===== config.mk =====
export PLATFORM = sky130hd
export DESIGN_NAME = pmx_mode_bus_ctrl
export DESIGN_NICKNAME = d
export VERILOG_FILES = /design/src/inc/pmx_pkg.sv /design/src/rtl/pmx_cycle_timer.sv /design/src/rtl/pmx_mode_bus_ctrl.sv /design/src/rtl/pmx_sync.sv
export SDC_FILE = /design/constraint.sdc
export NUM_CORES = 1
export LEC_CHECK = 0
export BUFFER_PORTS_ARGS = -buffer_cell sky130_fd_sc_hd__buf_2
export CORE_ASPECT_RATIO = 0.75
export CORE_MARGIN = 5
export CORE_UTILIZATION = 35
export CTS_CLUSTER_SIZE = 24
export DETAILED_ROUTE_END_ITERATION = 10
export GPL_TIMING_DRIVEN = 0
export PLACE_DENSITY = 0.54
export SYNTH_ARGS = -nofsm -noshare
export SYNTH_HDL_FRONTEND = slang
export SYNTH_SLANG_ARGS = --single-unit

===== constraint.sdc =====
create_clock -name I_CLOCK -period 2.21 [get_ports I_CLOCK]
set_clock_uncertainty 0.05 [all_clocks]
set_input_delay 0.3315 -clock I_CLOCK [delete_from_list [all_inputs] [get_ports I_CLOCK]]
set_output_delay 0.3315 -clock I_CLOCK [all_outputs]
set_load 0.03 [all_outputs]

===== src/inc/pmx_pkg.sv =====
// package for the processor-mode and bus configuration block
// assumes a 125 MHz bus clock and an 8-bit register file behind classic Wishbone
package pmx_pkg;

  // register indices (byte address is four times the index)
  localparam logic [9:0] IDX_PROC_MODE_ZERO   = 10'h004;
  localparam logic [9:0] IDX_PROC_MODE_ONE    = 10'h005;
  localparam logic [9:0] IDX_CHIP_SEL_CTRL    = 10'h008;
  localparam logic [9:0] IDX_EXT_RECOVERY     = 10'h009;
  localparam logic [9:0] IDX_PROGRAM2_AREA    = 10'h010;
  localparam logic [9:0] IDX_EXT_WAIT_EXP     = 10'h011;
  localparam logic [9:0] IDX_CS_WAIT_EXP      = 10'h01B;
  localparam logic [9:0] IDX_PROC_MODE_TWO    = 10'h01E;
  localparam logic [9:0] IDX_WRITE_PROTECT    = 10'h00A;
  localparam logic [9:0] IDX_FLASH_CTRL_ONE   = 10'h221;
  localparam logic [9:0] IDX_BUS_STATUS       = 10'h040;

  // reset values
  localparam logic [7:0] RST_PROC_MODE_ONE    = 8'h08;
  localparam logic [7:0] RST_CHIP_SEL_CTRL    = 8'h01;
  localparam logic [7:0] RST_EXT_RECOVERY     = 8'h00;
  localparam logic [7:0] RST_EXT_WAIT_EXP     = 8'h00;
  localparam logic [7:0] RST_CS_WAIT_EXP      = 8'h00;
  localparam logic [7:0] RST_PROC_MODE_TWO    = 8'h01;
  localparam logic [7:0] RST_FLASH_CTRL_ONE   = 8'h00;
  localparam logic [7:0] RST_PROGRAM2_AREA    = 8'h00;

  // field positions
  localparam int BIT_UPPER_WINDOW   = 1;   // in program2 area control
  localparam int BIT_EXPAND0        = 3;   // in processor mode one
  localparam int BIT_SPACE_LO       = 4;
  localparam int BIT_SPACE_HI       = 5;
  localparam int BIT_GLOBAL_WAIT    = 7;
  localparam int BIT_AREA_UNLOCK    = 6;   // in write protect
  localparam int BIT_MODE_UNLOCK    = 1;
  localparam int BIT_WDT_PROTECT    = 0;   // in processor mode two (own placement)
  localparam int BIT_EW1            = 1;   // in flash control one
  localparam int BIT_AUTO_BUSY      = 7;

  // processor modes
  typedef enum logic [1:0] {
    MODE_SINGLE   = 2'b00,
    MODE_EXPAND   = 2'b01,
    MODE_RESERVED = 2'b10,
    MODE_MICRO    = 2'b11
  } proc_mode_e;

  // 512 kbyte boundary for program rom 1 upper window
  localparam int ROM1_WINDOW_KBYTES = 512;
  localparam logic [19:0] WIN_LO = 20'h40000;
  localparam logic [19:0] WIN_HI = 20'h7FFFF;

  // decoded region for a bus address
  typedef enum logic [1:0] {
    AREA_INTERNAL = 2'b00,
    AREA_EXTERNAL = 2'b01,
    AREA_RESERVED = 2'b10
  } area_e;

  // bus access request from the cpu/dma side
  typedef struct packed {
    logic        valid;
    logic [19:0] addr;
    logic        word;
    logic [1:0]  cs;
    logic        internal;
  } bus_req_s;

  // timing applied to one bus cycle
  typedef struct packed {
    logic [3:0] setup;
    logic [3:0] strobe;
    logic [1:0] recovery;
  } cyc_timing_s;

  // 2-stage synchroniser depth
  localparam int SYNC_STAGES = 2;
  localparam logic [3:0] MAX_EXT_WAITS = 4'h8;

endpackage : pmx_pkg


===== src/rtl/pmx_cycle_timer.sv =====
// bus cycle timer: stretches one access by setup, strobe and recovery counts
// assumes a start pulse only while idle; counts in bus clock cycles
`timescale 1ns/1ps
`default_nettype none
module pmx_cycle_timer (
  input  wire logic                 i_clk,
  input  wire logic                 i_rst_n,
  input  wire logic                 i_start,
  input  wire pmx_pkg::cyc_timing_s i_timing,
  output var  logic                 o_busy,
  output var  logic                 o_strobe,
  output var  logic                 o_done
);
  typedef enum logic [1:0] {
    ST_IDLE   = 2'b00,
    ST_SETUP  = 2'b01,
    ST_STROBE = 2'b10,
    ST_RECOV  = 2'b11
  } tstate_e;

  tstate_e    state_ff;
  logic [3:0] cnt_ff;
  logic [1:0] rec_ff;
  logic [3:0] strobe_len_ff;

  // one access: setup then strobe then optional recovery
  always_ff @(posedge i_clk) begin
    if (!i_rst_n) begin
      state_ff      <= ST_IDLE;
      cnt_ff        <= 4'h0;
      rec_ff        <= 2'h0;
      strobe_len_ff <= 4'h0;
      o_done        <= 1'b0;
    end else begin
      o_done <= 1'b0;
      unique case (state_ff)
        ST_IDLE: begin
          if (i_start) begin
            state_ff      <= ST_SETUP;
            cnt_ff        <= i_timing.setup;
            rec_ff        <= i_timing.recovery;
            strobe_len_ff <= i_timing.strobe;
          end
        end
        ST_SETUP: begin
          if (cnt_ff <= 4'h1) begin
            state_ff <= ST_STROBE;
            cnt_ff   <= strobe_len_ff;
          end else begin
            cnt_ff <= cnt_ff - 4'h1;
          end
        end
        ST_STROBE: begin
          if (cnt_ff <= 4'h1) begin
            if (rec_ff == 2'h0) begin
              state_ff <= ST_IDLE;
              o_done   <= 1'b1;
            end else begin
              state_ff <= ST_RECOV;
              cnt_ff   <= {2'h0, rec_ff};
            end
          end else begin
            cnt_ff <= cnt_ff - 4'h1;
          end
        end
        ST_RECOV: begin
          if (cnt_ff <= 4'h1) begin
            state_ff <= ST_IDLE;
            o_done   <= 1'b1;
          end else begin
            cnt_ff <= cnt_ff - 4'h1;
          end
        end
      endcase
    end
  end

  assign o_busy   = (state_ff != ST_IDLE);
  assign o_strobe = (state_ff == ST_STROBE);
endmodule : pmx_cycle_timer
`default_nettype wire


===== src/rtl/pmx_mode_bus_ctrl.sv =====
// processor-mode selection, area decode, wait timing and bus arbitration
// assumes classic wishbone registers on I_CLOCK; pins are asynchronous
`timescale 1ns/1ps
`default_nettype none
module pmx_mode_bus_ctrl #(
  parameter bit ROM1_LARGE = 1'b1
) (
  input  wire logic                I_CLOCK,
  input  wire logic                I_RST_N,
  input  wire logic                I_HARD_RESET,
  input  wire logic                I_BOOT_MODE_PIN,
  input  wire logic                I_HOLD_REQ_N,
  input  wire logic                I_FLASH_AUTO_BUSY,
  input  wire logic                I_MUX_BUS,
  input  wire logic                I_BYTE_WIDE,
  input  wire logic                I_BUS_CLK_LINK,
  input  wire pmx_pkg::bus_req_s   I_CPU_REQ,
  input  wire pmx_pkg::bus_req_s   I_DMA_REQ,
  input  wire logic                I_CPU_ODD_WORD,
  input  wire logic                I_CYC_I,
  input  wire logic                I_STB_I,
  input  wire logic                I_WE_I,
  input  wire logic [11:0]         I_ADR_I,
  input  wire logic [3:0]          I_SEL_I,
  input  wire logic [31:0]         I_DAT_I,
  output var  logic [31:0]         O_DAT_O,
  output var  logic                O_ACK_O,
  output var  logic [1:0]          O_PROC_MODE,
  output var  logic                O_ROM_BLOCKED,
  output var  logic [1:0]          O_AREA,
  output var  logic                O_BUS_HOLD_ACK,
  output var  logic                O_CPU_STOP,
  output var  logic                O_DMA_STOP,
  output var  logic                O_WDT_STOP,
  output var  logic                O_CPU_GNT,
  output var  logic                O_DMA_GNT,
  output var  logic                O_EXT_STROBE,
  output var  logic                O_CYCLE_DONE,
  output var  logic                O_STROBE_SPLIT
);

  ////////////////////////////////////////////////////////////////////////
  // pin synchronisers

  logic hold_n_s;
  logic busy_s;
  logic boot_s;
  logic link_s;

  pmx_sync #(.WIDTH(4)) u_sync (
    .i_clk   (I_CLOCK),
    .i_rst_n (I_RST_N),
    .i_async ({I_HOLD_REQ_N, I_FLASH_AUTO_BUSY, I_BOOT_MODE_PIN, I_BUS_CLK_LINK}),
    .o_sync  ({hold_n_s, busy_s, boot_s, link_s})
  );

  ////////////////////////////////////////////////////////////////////////
  // registers

  logic [7:0] pm0_ff;        // processor_mode_zero: mode field low two bits
  logic [7:0] pm1_ff;
  logic [7:0] csr_ff;
  logic [7:0] ewr_ff;
  logic [7:0] ewc_ff;
  logic [7:0] cse_ff;
  logic [7:0] pm2_ff;
  logic [7:0] flash_control_one_ff;
  logic [7:0] prg2_ff;
  logic [7:0] prot_ff;
  logic       rom_block_ff;
  logic       ack_ff;

  logic       wb_req;
  logic       wb_wr;
  logic [9:0] idx;

  // word-aligned index; one access answered one cycle after it is taken
  assign wb_req = I_CYC_I && I_STB_I && !ack_ff;
  assign wb_wr  = wb_req && I_WE_I && I_SEL_I[0];
  assign idx    = I_ADR_I[11:2];

  // reserved code refused so mode never leaves a defined state
  function automatic logic [1:0] next_mode(input logic [1:0] cur, input logic [1:0] req);
    next_mode = (req == pmx_pkg::MODE_RESERVED) ? cur : req;
  endfunction : next_mode

  // rom block changes only on I_RST_N and pin-sampling hard resets; mode field also on writes while mode unlock is set
  always_ff @(posedge I_CLOCK) begin
    if (!I_RST_N) begin
      pm0_ff       <= 8'h00;
      rom_block_ff <= 1'b0;
    end else if (I_HARD_RESET) begin
      pm0_ff       <= boot_s ? {6'h00, pmx_pkg::MODE_MICRO} : 8'h00;
      rom_block_ff <= boot_s;
    end else if (wb_wr && idx == pmx_pkg::IDX_PROC_MODE_ZERO
                 && prot_ff[pmx_pkg::BIT_MODE_UNLOCK]) begin
      pm0_ff <= {I_DAT_I[7:2], next_mode(pm0_ff[1:0], I_DAT_I[1:0])};
    end
  end

  // write protect unlock bits, plain read/write
  always_ff @(posedge I_CLOCK) begin
    if (!I_RST_N) begin
      prot_ff <= 8'h00;
    end else if (wb_wr && idx == pmx_pkg::IDX_WRITE_PROTECT) begin
      prot_ff <= I_DAT_I[7:0];
    end
  end

  // upper window enable gated by area unlock
  always_ff @(posedge I_CLOCK) begin
    if (!I_RST_N) begin
      prg2_ff <= pmx_pkg::RST_PROGRAM2_AREA;
    end else if (wb_wr && idx == pmx_pkg::IDX_PROGRAM2_AREA
                 && prot_ff[pmx_pkg::BIT_AREA_UNLOCK]) begin
      prg2_ff <= {6'h00, I_DAT_I[1:0]};
    end
  end

  // configuration registers of the bus
  always_ff @(posedge I_CLOCK) begin
    if (!I_RST_N) begin
      pm1_ff  <= pmx_pkg::RST_PROC_MODE_ONE;
      csr_ff  <= pmx_pkg::RST_CHIP_SEL_CTRL;
      ewr_ff  <= pmx_pkg::RST_EXT_RECOVERY;
      ewc_ff  <= pmx_pkg::RST_EXT_WAIT_EXP;
      cse_ff  <= pmx_pkg::RST_CS_WAIT_EXP;
      pm2_ff  <= pmx_pkg::RST_PROC_MODE_TWO;
      flash_control_one_ff <= pmx_pkg::RST_FLASH_CTRL_ONE;
    end else if (wb_wr) begin
      unique case (idx)
        pmx_pkg::IDX_PROC_MODE_ONE:  pm1_ff  <= I_DAT_I[7:0];
        pmx_pkg::IDX_CHIP_SEL_CTRL:  csr_ff  <= I_DAT_I[7:0];
        pmx_pkg::IDX_EXT_RECOVERY:   ewr_ff  <= {6'h00, I_DAT_I[1:0]};
        pmx_pkg::IDX_EXT_WAIT_EXP:   ewc_ff  <= I_DAT_I[7:0];
        pmx_pkg::IDX_CS_WAIT_EXP:    cse_ff  <= I_DAT_I[7:0];
        pmx_pkg::IDX_PROC_MODE_TWO:  pm2_ff  <= I_DAT_I[7:0];
        pmx_pkg::IDX_FLASH_CTRL_ONE: flash_control_one_ff <= {1'b0, I_DAT_I[6:0]};
        default: ;
      endcase
    end
  end

  ////////////////////////////////////////////////////////////////////////
  // address decode of the upper rom 1 window

  logic [1:0] mode;
  logic       in_window;
  logic       win_en;
  logic       ext_mode;
  pmx_pkg::area_e area;

  assign mode      = pm0_ff[1:0];
  assign ext_mode  = (mode == pmx_pkg::MODE_EXPAND) || (mode == pmx_pkg::MODE_MICRO);
  assign win_en    = prg2_ff[pmx_pkg::BIT_UPPER_WINDOW];

  // window check, applied to the cpu request address only
  function automatic logic in_win(input logic [19:0] a);
    in_win = (a >= pmx_pkg::WIN_LO) && (a <= pmx_pkg::WIN_HI);
  endfunction : in_win

  assign in_window = in_win(I_CPU_REQ.addr);

  // region class of the current cpu address
  always_comb begin
    area = pmx_pkg::AREA_INTERNAL;
    if (in_window) begin
      if (mode == pmx_pkg::MODE_MICRO) begin
        area = pmx_pkg::AREA_EXTERNAL;
      end else if (!win_en) begin
        area = (mode == pmx_pkg::MODE_EXPAND) ? pmx_pkg::AREA_EXTERNAL
                                              : pmx_pkg::AREA_RESERVED;
      end else begin
        area = ROM1_LARGE ? pmx_pkg::AREA_INTERNAL : pmx_pkg::AREA_RESERVED;
      end
    end
    if (area == pmx_pkg::AREA_INTERNAL && I_CPU_REQ.internal && rom_block_ff) begin
      area = pmx_pkg::AREA_RESERVED;
    end
  end

  ////////////////////////////////////////////////////////////////////////
  // hold and arbitration

  logic hold_want;
  logic tmr_busy;
  logic tmr_done;
  logic tmr_strobe;
  logic hold_ack_ff;
  logic dma_gnt_ff;
  logic cpu_gnt_ff;
  logic odd_lock_ff;

  // ew1 auto operation, or hold pin only outside single-chip
  assign hold_want = (flash_control_one_ff[pmx_pkg::BIT_EW1] && busy_s)
                   || (!hold_n_s && ext_mode);

  // odd-address word access holds the grants only until tmr_done ends the first cycle
  always_ff @(posedge I_CLOCK) begin
    if (!I_RST_N) begin
      odd_lock_ff <= 1'b0;
    end else if (cpu_gnt_ff && I_CPU_ODD_WORD && !odd_lock_ff) begin
      odd_lock_ff <= 1'b1;
    end else if (tmr_done) begin
      odd_lock_ff <= 1'b0;
    end
  end

  // fixed priority grant, taken only between cycles
  always_ff @(posedge I_CLOCK) begin
    if (!I_RST_N) begin
      hold_ack_ff <= 1'b0;
      dma_gnt_ff  <= 1'b0;
      cpu_gnt_ff  <= 1'b0;
    end else if (!tmr_busy && !odd_lock_ff) begin
      hold_ack_ff <= hold_want;
      dma_gnt_ff  <= !hold_want && I_DMA_REQ.valid;
      cpu_gnt_ff  <= !hold_want && !I_DMA_REQ.valid && I_CPU_REQ.valid;
    end
  end

  ////////////////////////////////////////////////////////////////////////
  // per-area timing selection

  pmx_pkg::cyc_timing_s timing;
  logic [1:0] cs;
  logic [1:0] wcnt;
  logic       start;

  assign cs   = dma_gnt_ff ? I_DMA_REQ.cs : I_CPU_REQ.cs;
  assign wcnt = cse_ff[2*cs +: 2];

  // wait count per source: internal 0..1 waits, external per chip select
  always_comb begin
    timing = '{setup: 4'h1, strobe: 4'h1, recovery: 2'h0};
    if (area != pmx_pkg::AREA_EXTERNAL || !ext_mode) begin
      timing.strobe = pm1_ff[pmx_pkg::BIT_GLOBAL_WAIT] ? 4'h2 : 4'h1;
    end else if (csr_ff[4 + cs]) begin
      timing.strobe = 4'h1;
    end else if (wcnt != 2'b11) begin
      timing.strobe = 4'h1 + {2'h0, wcnt} + 4'h1;
    end else begin
      timing.setup    = {2'h0, ewc_ff[2*cs +: 2]} + 4'h1;
      timing.strobe   = pmx_pkg::MAX_EXT_WAITS - 4'h5 + {3'h0, ewc_ff[2*cs+1]};
      timing.recovery = ewr_ff[1:0];
    end
  end

  // no fresh cycle while hold is wanted unless odd_lock_ff is set, so the acknowledge never overlaps a new access
  assign start = (cpu_gnt_ff || dma_gnt_ff) && !tmr_busy && !tmr_done
               && (odd_lock_ff || !hold_want);

  pmx_cycle_timer u_timer (
    .i_clk    (I_CLOCK),
    .i_rst_n  (I_RST_N),
    .i_start  (start),
    .i_timing (timing),
    .o_busy   (tmr_busy),
    .o_strobe (tmr_strobe),
    .o_done   (tmr_done)
  );

  ////////////////////////////////////////////////////////////////////////
  // wishbone read path and answer

  logic [7:0] rd;

  // status word: hold, grants, blocked rom, synced link clock level
  always_comb begin
    unique case (idx)
      pmx_pkg::IDX_PROC_MODE_ZERO: rd = pm0_ff;
      pmx_pkg::IDX_PROC_MODE_ONE:  rd = pm1_ff;
      pmx_pkg::IDX_CHIP_SEL_CTRL:  rd = csr_ff;
      pmx_pkg::IDX_EXT_RECOVERY:   rd = ewr_ff;
      pmx_pkg::IDX_PROGRAM2_AREA:  rd = prg2_ff;
      pmx_pkg::IDX_WRITE_PROTECT:  rd = prot_ff;
      pmx_pkg::IDX_EXT_WAIT_EXP:   rd = ewc_ff;
      pmx_pkg::IDX_CS_WAIT_EXP:    rd = cse_ff;
      pmx_pkg::IDX_PROC_MODE_TWO:  rd = pm2_ff;
      pmx_pkg::IDX_FLASH_CTRL_ONE: rd = {busy_s, flash_control_one_ff[6:0]};
      pmx_pkg::IDX_BUS_STATUS:     rd = {link_s, rom_block_ff, tmr_busy, cpu_gnt_ff,
                                         dma_gnt_ff, hold_ack_ff, mode};
      default:                     rd = 8'h00;
    endcase
  end

  // unmapped addresses read zero and ignore writes, still acknowledged
  always_ff @(posedge I_CLOCK) begin
    if (!I_RST_N) begin
      ack_ff  <= 1'b0;
      O_DAT_O <= 32'h0000_0000;
    end else begin
      ack_ff  <= wb_req;
      O_DAT_O <= wb_req ? {24'h00_0000, rd} : 32'h0000_0000;
    end
  end

  ////////////////////////////////////////////////////////////////////////
  // registered outputs

  // hold stops cpu and dma; watchdog only without source protection
  always_ff @(posedge I_CLOCK) begin
    if (!I_RST_N) begin
      O_PROC_MODE    <= 2'b00;
      O_ROM_BLOCKED  <= 1'b0;
      O_AREA         <= 2'b00;
      O_BUS_HOLD_ACK <= 1'b0;
      O_CPU_STOP     <= 1'b0;
      O_DMA_STOP     <= 1'b0;
      O_WDT_STOP     <= 1'b0;
      O_CPU_GNT      <= 1'b0;
      O_DMA_GNT      <= 1'b0;
      O_EXT_STROBE   <= 1'b0;
      O_CYCLE_DONE   <= 1'b0;
      O_STROBE_SPLIT <= 1'b0;
    end else begin
      O_PROC_MODE    <= mode;
      O_ROM_BLOCKED  <= rom_block_ff;
      O_AREA         <= area;
      O_BUS_HOLD_ACK <= hold_ack_ff;
      O_CPU_STOP     <= hold_ack_ff;
      O_DMA_STOP     <= hold_ack_ff;
      O_WDT_STOP     <= hold_ack_ff && !pm2_ff[pmx_pkg::BIT_WDT_PROTECT];
      O_CPU_GNT      <= cpu_gnt_ff;
      O_DMA_GNT      <= dma_gnt_ff;
      O_EXT_STROBE   <= tmr_strobe && ext_mode;
      O_CYCLE_DONE   <= tmr_done;
      O_STROBE_SPLIT <= pm0_ff[2] && !I_BYTE_WIDE && !I_MUX_BUS;
    end
  end

  assign O_ACK_O = ack_ff;

endmodule : pmx_mode_bus_ctrl
`default_nettype wire


===== src/rtl/pmx_sync.sv =====
// two-flop synchroniser for pins from outside the bus clock domain
// assumes asynchronous inputs; the first stage feeds only the second
`timescale 1ns/1ps
`default_nettype none
module pmx_sync #(
  parameter int WIDTH = 1
) (
  input  wire logic             i_clk,
  input  wire logic             i_rst_n,
  input  wire logic [WIDTH-1:0] i_async,
  output var  logic [WIDTH-1:0] o_sync
);
  logic [WIDTH-1:0] meta_ff;

  // two flops, meta stage read by nothing else
  always_ff @(posedge i_clk) begin
    if (!i_rst_n) begin
      meta_ff <= '0;
      o_sync  <= '0;
    end else begin
      meta_ff <= i_async;
      o_sync  <= meta_ff;
    end
  end
endmodule : pmx_sync
`default_nettype wire


==> run summary <==
TritonCTS built the clock tree. The highest clock frequency the design can meet came out at around 470 MHz. The critical path endpoint category is a register. The worst hold path endpoint is O_STROBE_SPLIT$_SDFF_PN0_. The total count of hold-check failures in the final report came out at 0. Dividing total power by cell area gives a power density of 872.6 mW/mm2. Across the VDD grid, the largest voltage drop is between 0.4 and 0.5 mV. Setup violations remaining at the end of the flow were counted as 0.

The share of final-layout standard cells stronger than drive strength 1 is between 20% and 30%. The required arrival time at the worst endpoint is 2.47 ns. The average wire per standard cell is 18.84 um. Synthesis inferred 113 register bits. Setup repair after global routing could not meet its margin everywhere. The y dimension of the die is between 100 and 150 um. Buffers placed on the I/O ports in this run total 55. For this run, the detailed router's first-pass iteration total came to 5. The number of buffers and inverters on the critical path came out at 1. In this run the standard cell core region covers 0.01592 mm2. Once detail routing completed, the nets flagged for antenna violations numbered 0.

The cell with the biggest individual delay on the critical path is sky130_fd_sc_hd__a2111oi_2. The depth of the most critical reg-to-reg path came out at 7. The routed via count divided by cell count is 5.274. The min-delay analysis places its worst path in the category in -> reg.

The first-pass GRT wire length is between 20,000 and 30,000 um. In the synthesized netlist the dominant register cell turns out to be sky130_fd_sc_hd__dfxtp_1. The shortest clock period the worst path allows after layout came out at roughly 2.1 ns. In this run the critical register-to-register path is launched from u_timer.cnt_ff[0]$_SDFFE_PN0P_. The post-detailed-placement cell area came out at 0.006267 mm2. The floorplan has 40 rows. The HPWL reported at the end of detailed placement came out at 12,820 um. The critical path is of the reg -> reg type. The die covers between 0.015 and 0.02 mm2. The global route total overflow is 0. The number of remaining DRC errors came out at 0.

The clock-pin transition on the worst setup and hold timing paths is 0.06 ns. The number of top-level design ports is 158. The synthesized netlist cell count is between 500 and 600. The count of final max-slew check failures came out at 0.

The total number of clock tree sinks came out at 113. The number of antenna repair diodes is 0. The total global-route track usage came out at around a fifth. After synthesis, the share of flip-flops with an asynchronous set or reset is 0%. The worst register-to-register path has a setup slack of 0.09 ns.

The source of the worst hold timing path is I_MUX_BUS. The initial antenna violation count is 0. Once the floorplan was initialized, standard cells occupied 35.46% of the core.

The maximum number of buffers from clock root to sink came out at 2. STA classifies the critical path startpoint as a register. The post-placement worst setup slack is -0.1895 ns. The summed instance area of the synthesized netlist is 0.005643 mm2. Clock tree synthesis selected as its root buffer the cell sky130_fd_sc_hd__clkbuf_16. In this run the worst path has a maximum fanout of 5.

In this run the tightest slew margin relative to its limit is 48.83%. After clock tree synthesis, the flow added hold-fix buffers numbering 0. Yosys printed 0 warnings. The horizontal die dimension is between 150 and 200 um. The signal arrival time at the worst endpoint came out at 2.38 ns. The pin count of the biggest net entering global routing is 17. The latest clock arrival within the worst-skew pair is ~0.41 ns.

The number of global-route vias before repair is roughly 4.5k. For this run, the slowest stage of the critical path takes 0.39 ns. The depth of the worst hold-timing path is 2. The signal on the critical path passes through inv_1, ha_1, or2_2, nand3b_1, o221ai_2, a2111oi_2, and4b_1. The post-synthesis to final-layout area growth is 23.92%. The synthesized design contains 0 enable-type register cells. Hold timing on the final database bottoms out at a slack of 0.02161 ns.

The post-route fraction of the period consumed by the critical path came out at 96.08%. The final net count is 811. The flow ran to the end, and the final reports show no timing, DRC or antenna violations.

The non-filler instance count after layout came out at just over 900. The total wirelength of the detailed-routed design came out at 17,340 um. The minimum setup slack in the final design is 0.08659 ns. The reg-to-reg critical path endpoint is u_timer.cnt_ff[0]$_SDFFE_PN0P_. The finished cells cover 0.006993 mm2. The number of distinct library cell variants in the gate-level netlist after synthesis is 74. The number of placed instances, taps included came out at 883. Dividing the synthesized area by the synthesized cell count gives 9.484 um2.

The setup TNS after final layout is 0 ns. The count of routing violations after the opening detailed-route iteration came out at 587. The total CTS buffers came out at 17.

The max-cap violation count is 0. The portion of the post-synthesis area used by sequential elements came out at around two fifths. At the end of routability-driven placement, the weighted congestion stood at 0.9130.

The kind of cell adding the most delay to the critical path is simple AND/OR/NAND/NOR gates. The number of H-tree levels came out at 4. The count of vias placed by the detailed router came out at 4,852.

For this design the static power due to leakage is 2.977 nW. The transition time at the pin with the least slew margin is 0.7612 ns.
## metal layers
layer | track usage [%] | vias to the layer above | wire length, um
li1 | - | 2309 | -
met1 | 26.89 | 2304 | 8255
met2 | 27.38 | 218 | 7309
met3 | 4.434 | 21 | 1503
met4 | 5.691 | 0 | 267
met5 | 0 | - | 0
## report_power, final
part | total, W | internal [W] | switching (W)
logic | 0.000861 | 0.000330 | 0.000531
registers | 0.00215 | 0.00210 | 0.0000511
clock network | 0.00309 | 0.00214 | 0.000959
## state kept, by name, indices dropped and copies added (netlist names), 4 cells and up
register	cells
pm0_ff	8
u_sync.o_sync	4
pm2_ff	8
csr_ff	8
u_timer.cnt_ff	4
cse_ff	8
u_sync.meta_ff	4
pm1_ff	8
flash_control_one_ff	7
prot_ff	8
ewc_ff	8
O_DAT_O	8
## cells in the final DEF, fill, tap and decap left out, types with 4 or more instances in the layout
cell and count:
sky130_fd_sc_hd__buf_2 66, sky130_fd_sc_hd__clkbuf_1 27, sky130_fd_sc_hd__a21boi_0 11, sky130_fd_sc_hd__mux2_2 6, sky130_fd_sc_hd__a22oi_1 8, sky130_fd_sc_hd__nand2_1 39, sky130_fd_sc_hd__nor3_1 4, sky130_fd_sc_hd__clkbuf_16 17
sky130_fd_sc_hd__nand3_1 28, sky130_fd_sc_hd__a21boi_1 6, sky130_fd_sc_hd__conb_1 24, sky130_fd_sc_hd__a31oi_1 8, sky130_fd_sc_hd__mux2i_1 59, sky130_fd_sc_hd__and3_1 8, sky130_fd_sc_hd__inv_1 11, sky130_fd_sc_hd__a21oi_1 15
sky130_fd_sc_hd__a22o_1 11, sky130_fd_sc_hd__bufinv_16 6, sky130_fd_sc_hd__dfxtp_1 112, sky130_fd_sc_hd__buf_4 30, sky130_fd_sc_hd__and2_1 18, sky130_fd_sc_hd__a222oi_1 8, sky130_fd_sc_hd__o21ai_0 7, sky130_fd_sc_hd__mux4_2 4
sky130_fd_sc_hd__nand4_1 10, sky130_fd_sc_hd__nor2_1 23, sky130_fd_sc_hd__nand2b_1 5, sky130_fd_sc_hd__o21ai_1 4, sky130_fd_sc_hd__nor2b_1 57, sky130_fd_sc_hd__clkinv_2 4
## final cells by class
type                            instances  area, um2
Buffer                                 63      359.1
Clock buffer                           21      450.4
Clock inverter                         11      209.0
Fill cell                            1554       8922
Inverter                               11      41.29
Multi-Input combinational cell        431       3082
Sequential cell                       113       2263
Tap cell                              210      262.8
Timing Repair Buffer                   60      325.3
## cell families (layout without fill, tap and decap cells)
| family | Yosys count | after routing | synth area share [%] |
|---|---|---|---|
| simple gates | 228 | 228 | 24.35 |
| xor+xnor | 2 | 2 | 0.3105 |
| mux | 71 | 71 | 13.92 |
| fa+ha+maj | 3 | 3 | 0.6653 |
| other cells | 1 | 24 | 0.06646 |
| compound gates | 103 | 103 | 13.55 |
| flops | 113 | 113 | 40.09 |
| buf+inv | 74 | 166 | 7.051 |
## through the flow
step / util, % / power [W]
finish: 43.94 / 0.006102
global placement: 39.38 / 0.002946
CTS: 43.60 / 0.006074
global route: 43.94 / 0.006312
detailed placement: 39.38 / 0.002959
floorplan: - / 0.002745
## cell usage after synthesis (3+ instances only)
cell type / instances / share of area [%]
sky130_fd_sc_hd__o21ai_0: 7 / 0.62
sky130_fd_sc_hd__a21boi_0: 11 / 1.5
sky130_fd_sc_hd__a31oi_1: 8 / 0.89
sky130_fd_sc_hd__nand2_1: 39 / 2.6
sky130_fd_sc_hd__or2_2: 3 / 0.33
sky130_fd_sc_hd__a22o_1: 11 / 1.7
sky130_fd_sc_hd__buf_4: 26 / 3.5
sky130_fd_sc_hd__mux2i_1: 59 / 10
sky130_fd_sc_hd__nand2b_1: 5 / 0.55
sky130_fd_sc_hd__mux2_2: 6 / 1.2
sky130_fd_sc_hd__dfxtp_1: 113 / 40
sky130_fd_sc_hd__o21ai_1: 4 / 0.35
sky130_fd_sc_hd__a221oi_1: 3 / 0.47
sky130_fd_sc_hd__nor4_2: 3 / 0.67
sky130_fd_sc_hd__a21boi_1: 6 / 0.80
sky130_fd_sc_hd__and3_1: 8 / 0.89
sky130_fd_sc_hd__inv_1: 11 / 0.73
sky130_fd_sc_hd__a22oi_1: 8 / 1.1
sky130_fd_sc_hd__nor2_1: 23 / 1.5
sky130_fd_sc_hd__a222oi_1: 8 / 1.4
sky130_fd_sc_hd__clkbuf_1: 24 / 1.6
sky130_fd_sc_hd__nand3_1: 28 / 2.5
sky130_fd_sc_hd__buf_2: 12 / 1.1
sky130_fd_sc_hd__nand3_2: 3 / 0.53
sky130_fd_sc_hd__nor4_1: 3 / 0.33
sky130_fd_sc_hd__nor2b_1: 57 / 6.3
sky130_fd_sc_hd__a21oi_1: 15 / 1.3
sky130_fd_sc_hd__mux4_2: 4 / 1.6
sky130_fd_sc_hd__and2_1: 18 / 2.0
sky130_fd_sc_hd__nand4_1: 10 / 1.1
sky130_fd_sc_hd__ha_1: 3 / 0.67
sky130_fd_sc_hd__nor3_1: 4 / 0.35
## repair_timing
action                     in CTS  in global routing
pin swaps                       1                  0
resized for setup               3                  2
setup endpoints to repair       1                  4
setup buffers                   0                  5
## worst max path at each step
| stage | startpoint | endpoint | slack (ns) | depth (start not counted) |
|---|---|---|---|---|
| 5_1_grt | u_timer.cnt_ff[0]$_SDFFE_PN0P_ | u_timer.cnt_ff[0]$_SDFFE_PN0P_ | -0.04 | 7 |
| 3_5_place_dp | I_ADR_I[6] | pm2_ff[0]$_SDFFE_PN1P_ | -0.19 | 7 |
| 6_report | u_timer.cnt_ff[0]$_SDFFE_PN0P_ | u_timer.cnt_ff[0]$_SDFFE_PN0P_ | 0.09 | 7 |
| 4_1_cts | u_timer.cnt_ff[0]$_SDFFE_PN0P_ | u_timer.cnt_ff[0]$_SDFFE_PN0P_ | 0.03 | 7 |
| 3_3_place_gp | I_ADR_I[9] | O_DAT_O[3]$_SDFF_PN0_ | -0.14 | 6 |
| 2_1_floorplan | I_ADR_I[9] | pm0_ff[1]$_SDFFE_PN0P_ | 0.29 | 6 |
No activity file was read; power rests on OpenSTA's default activity.
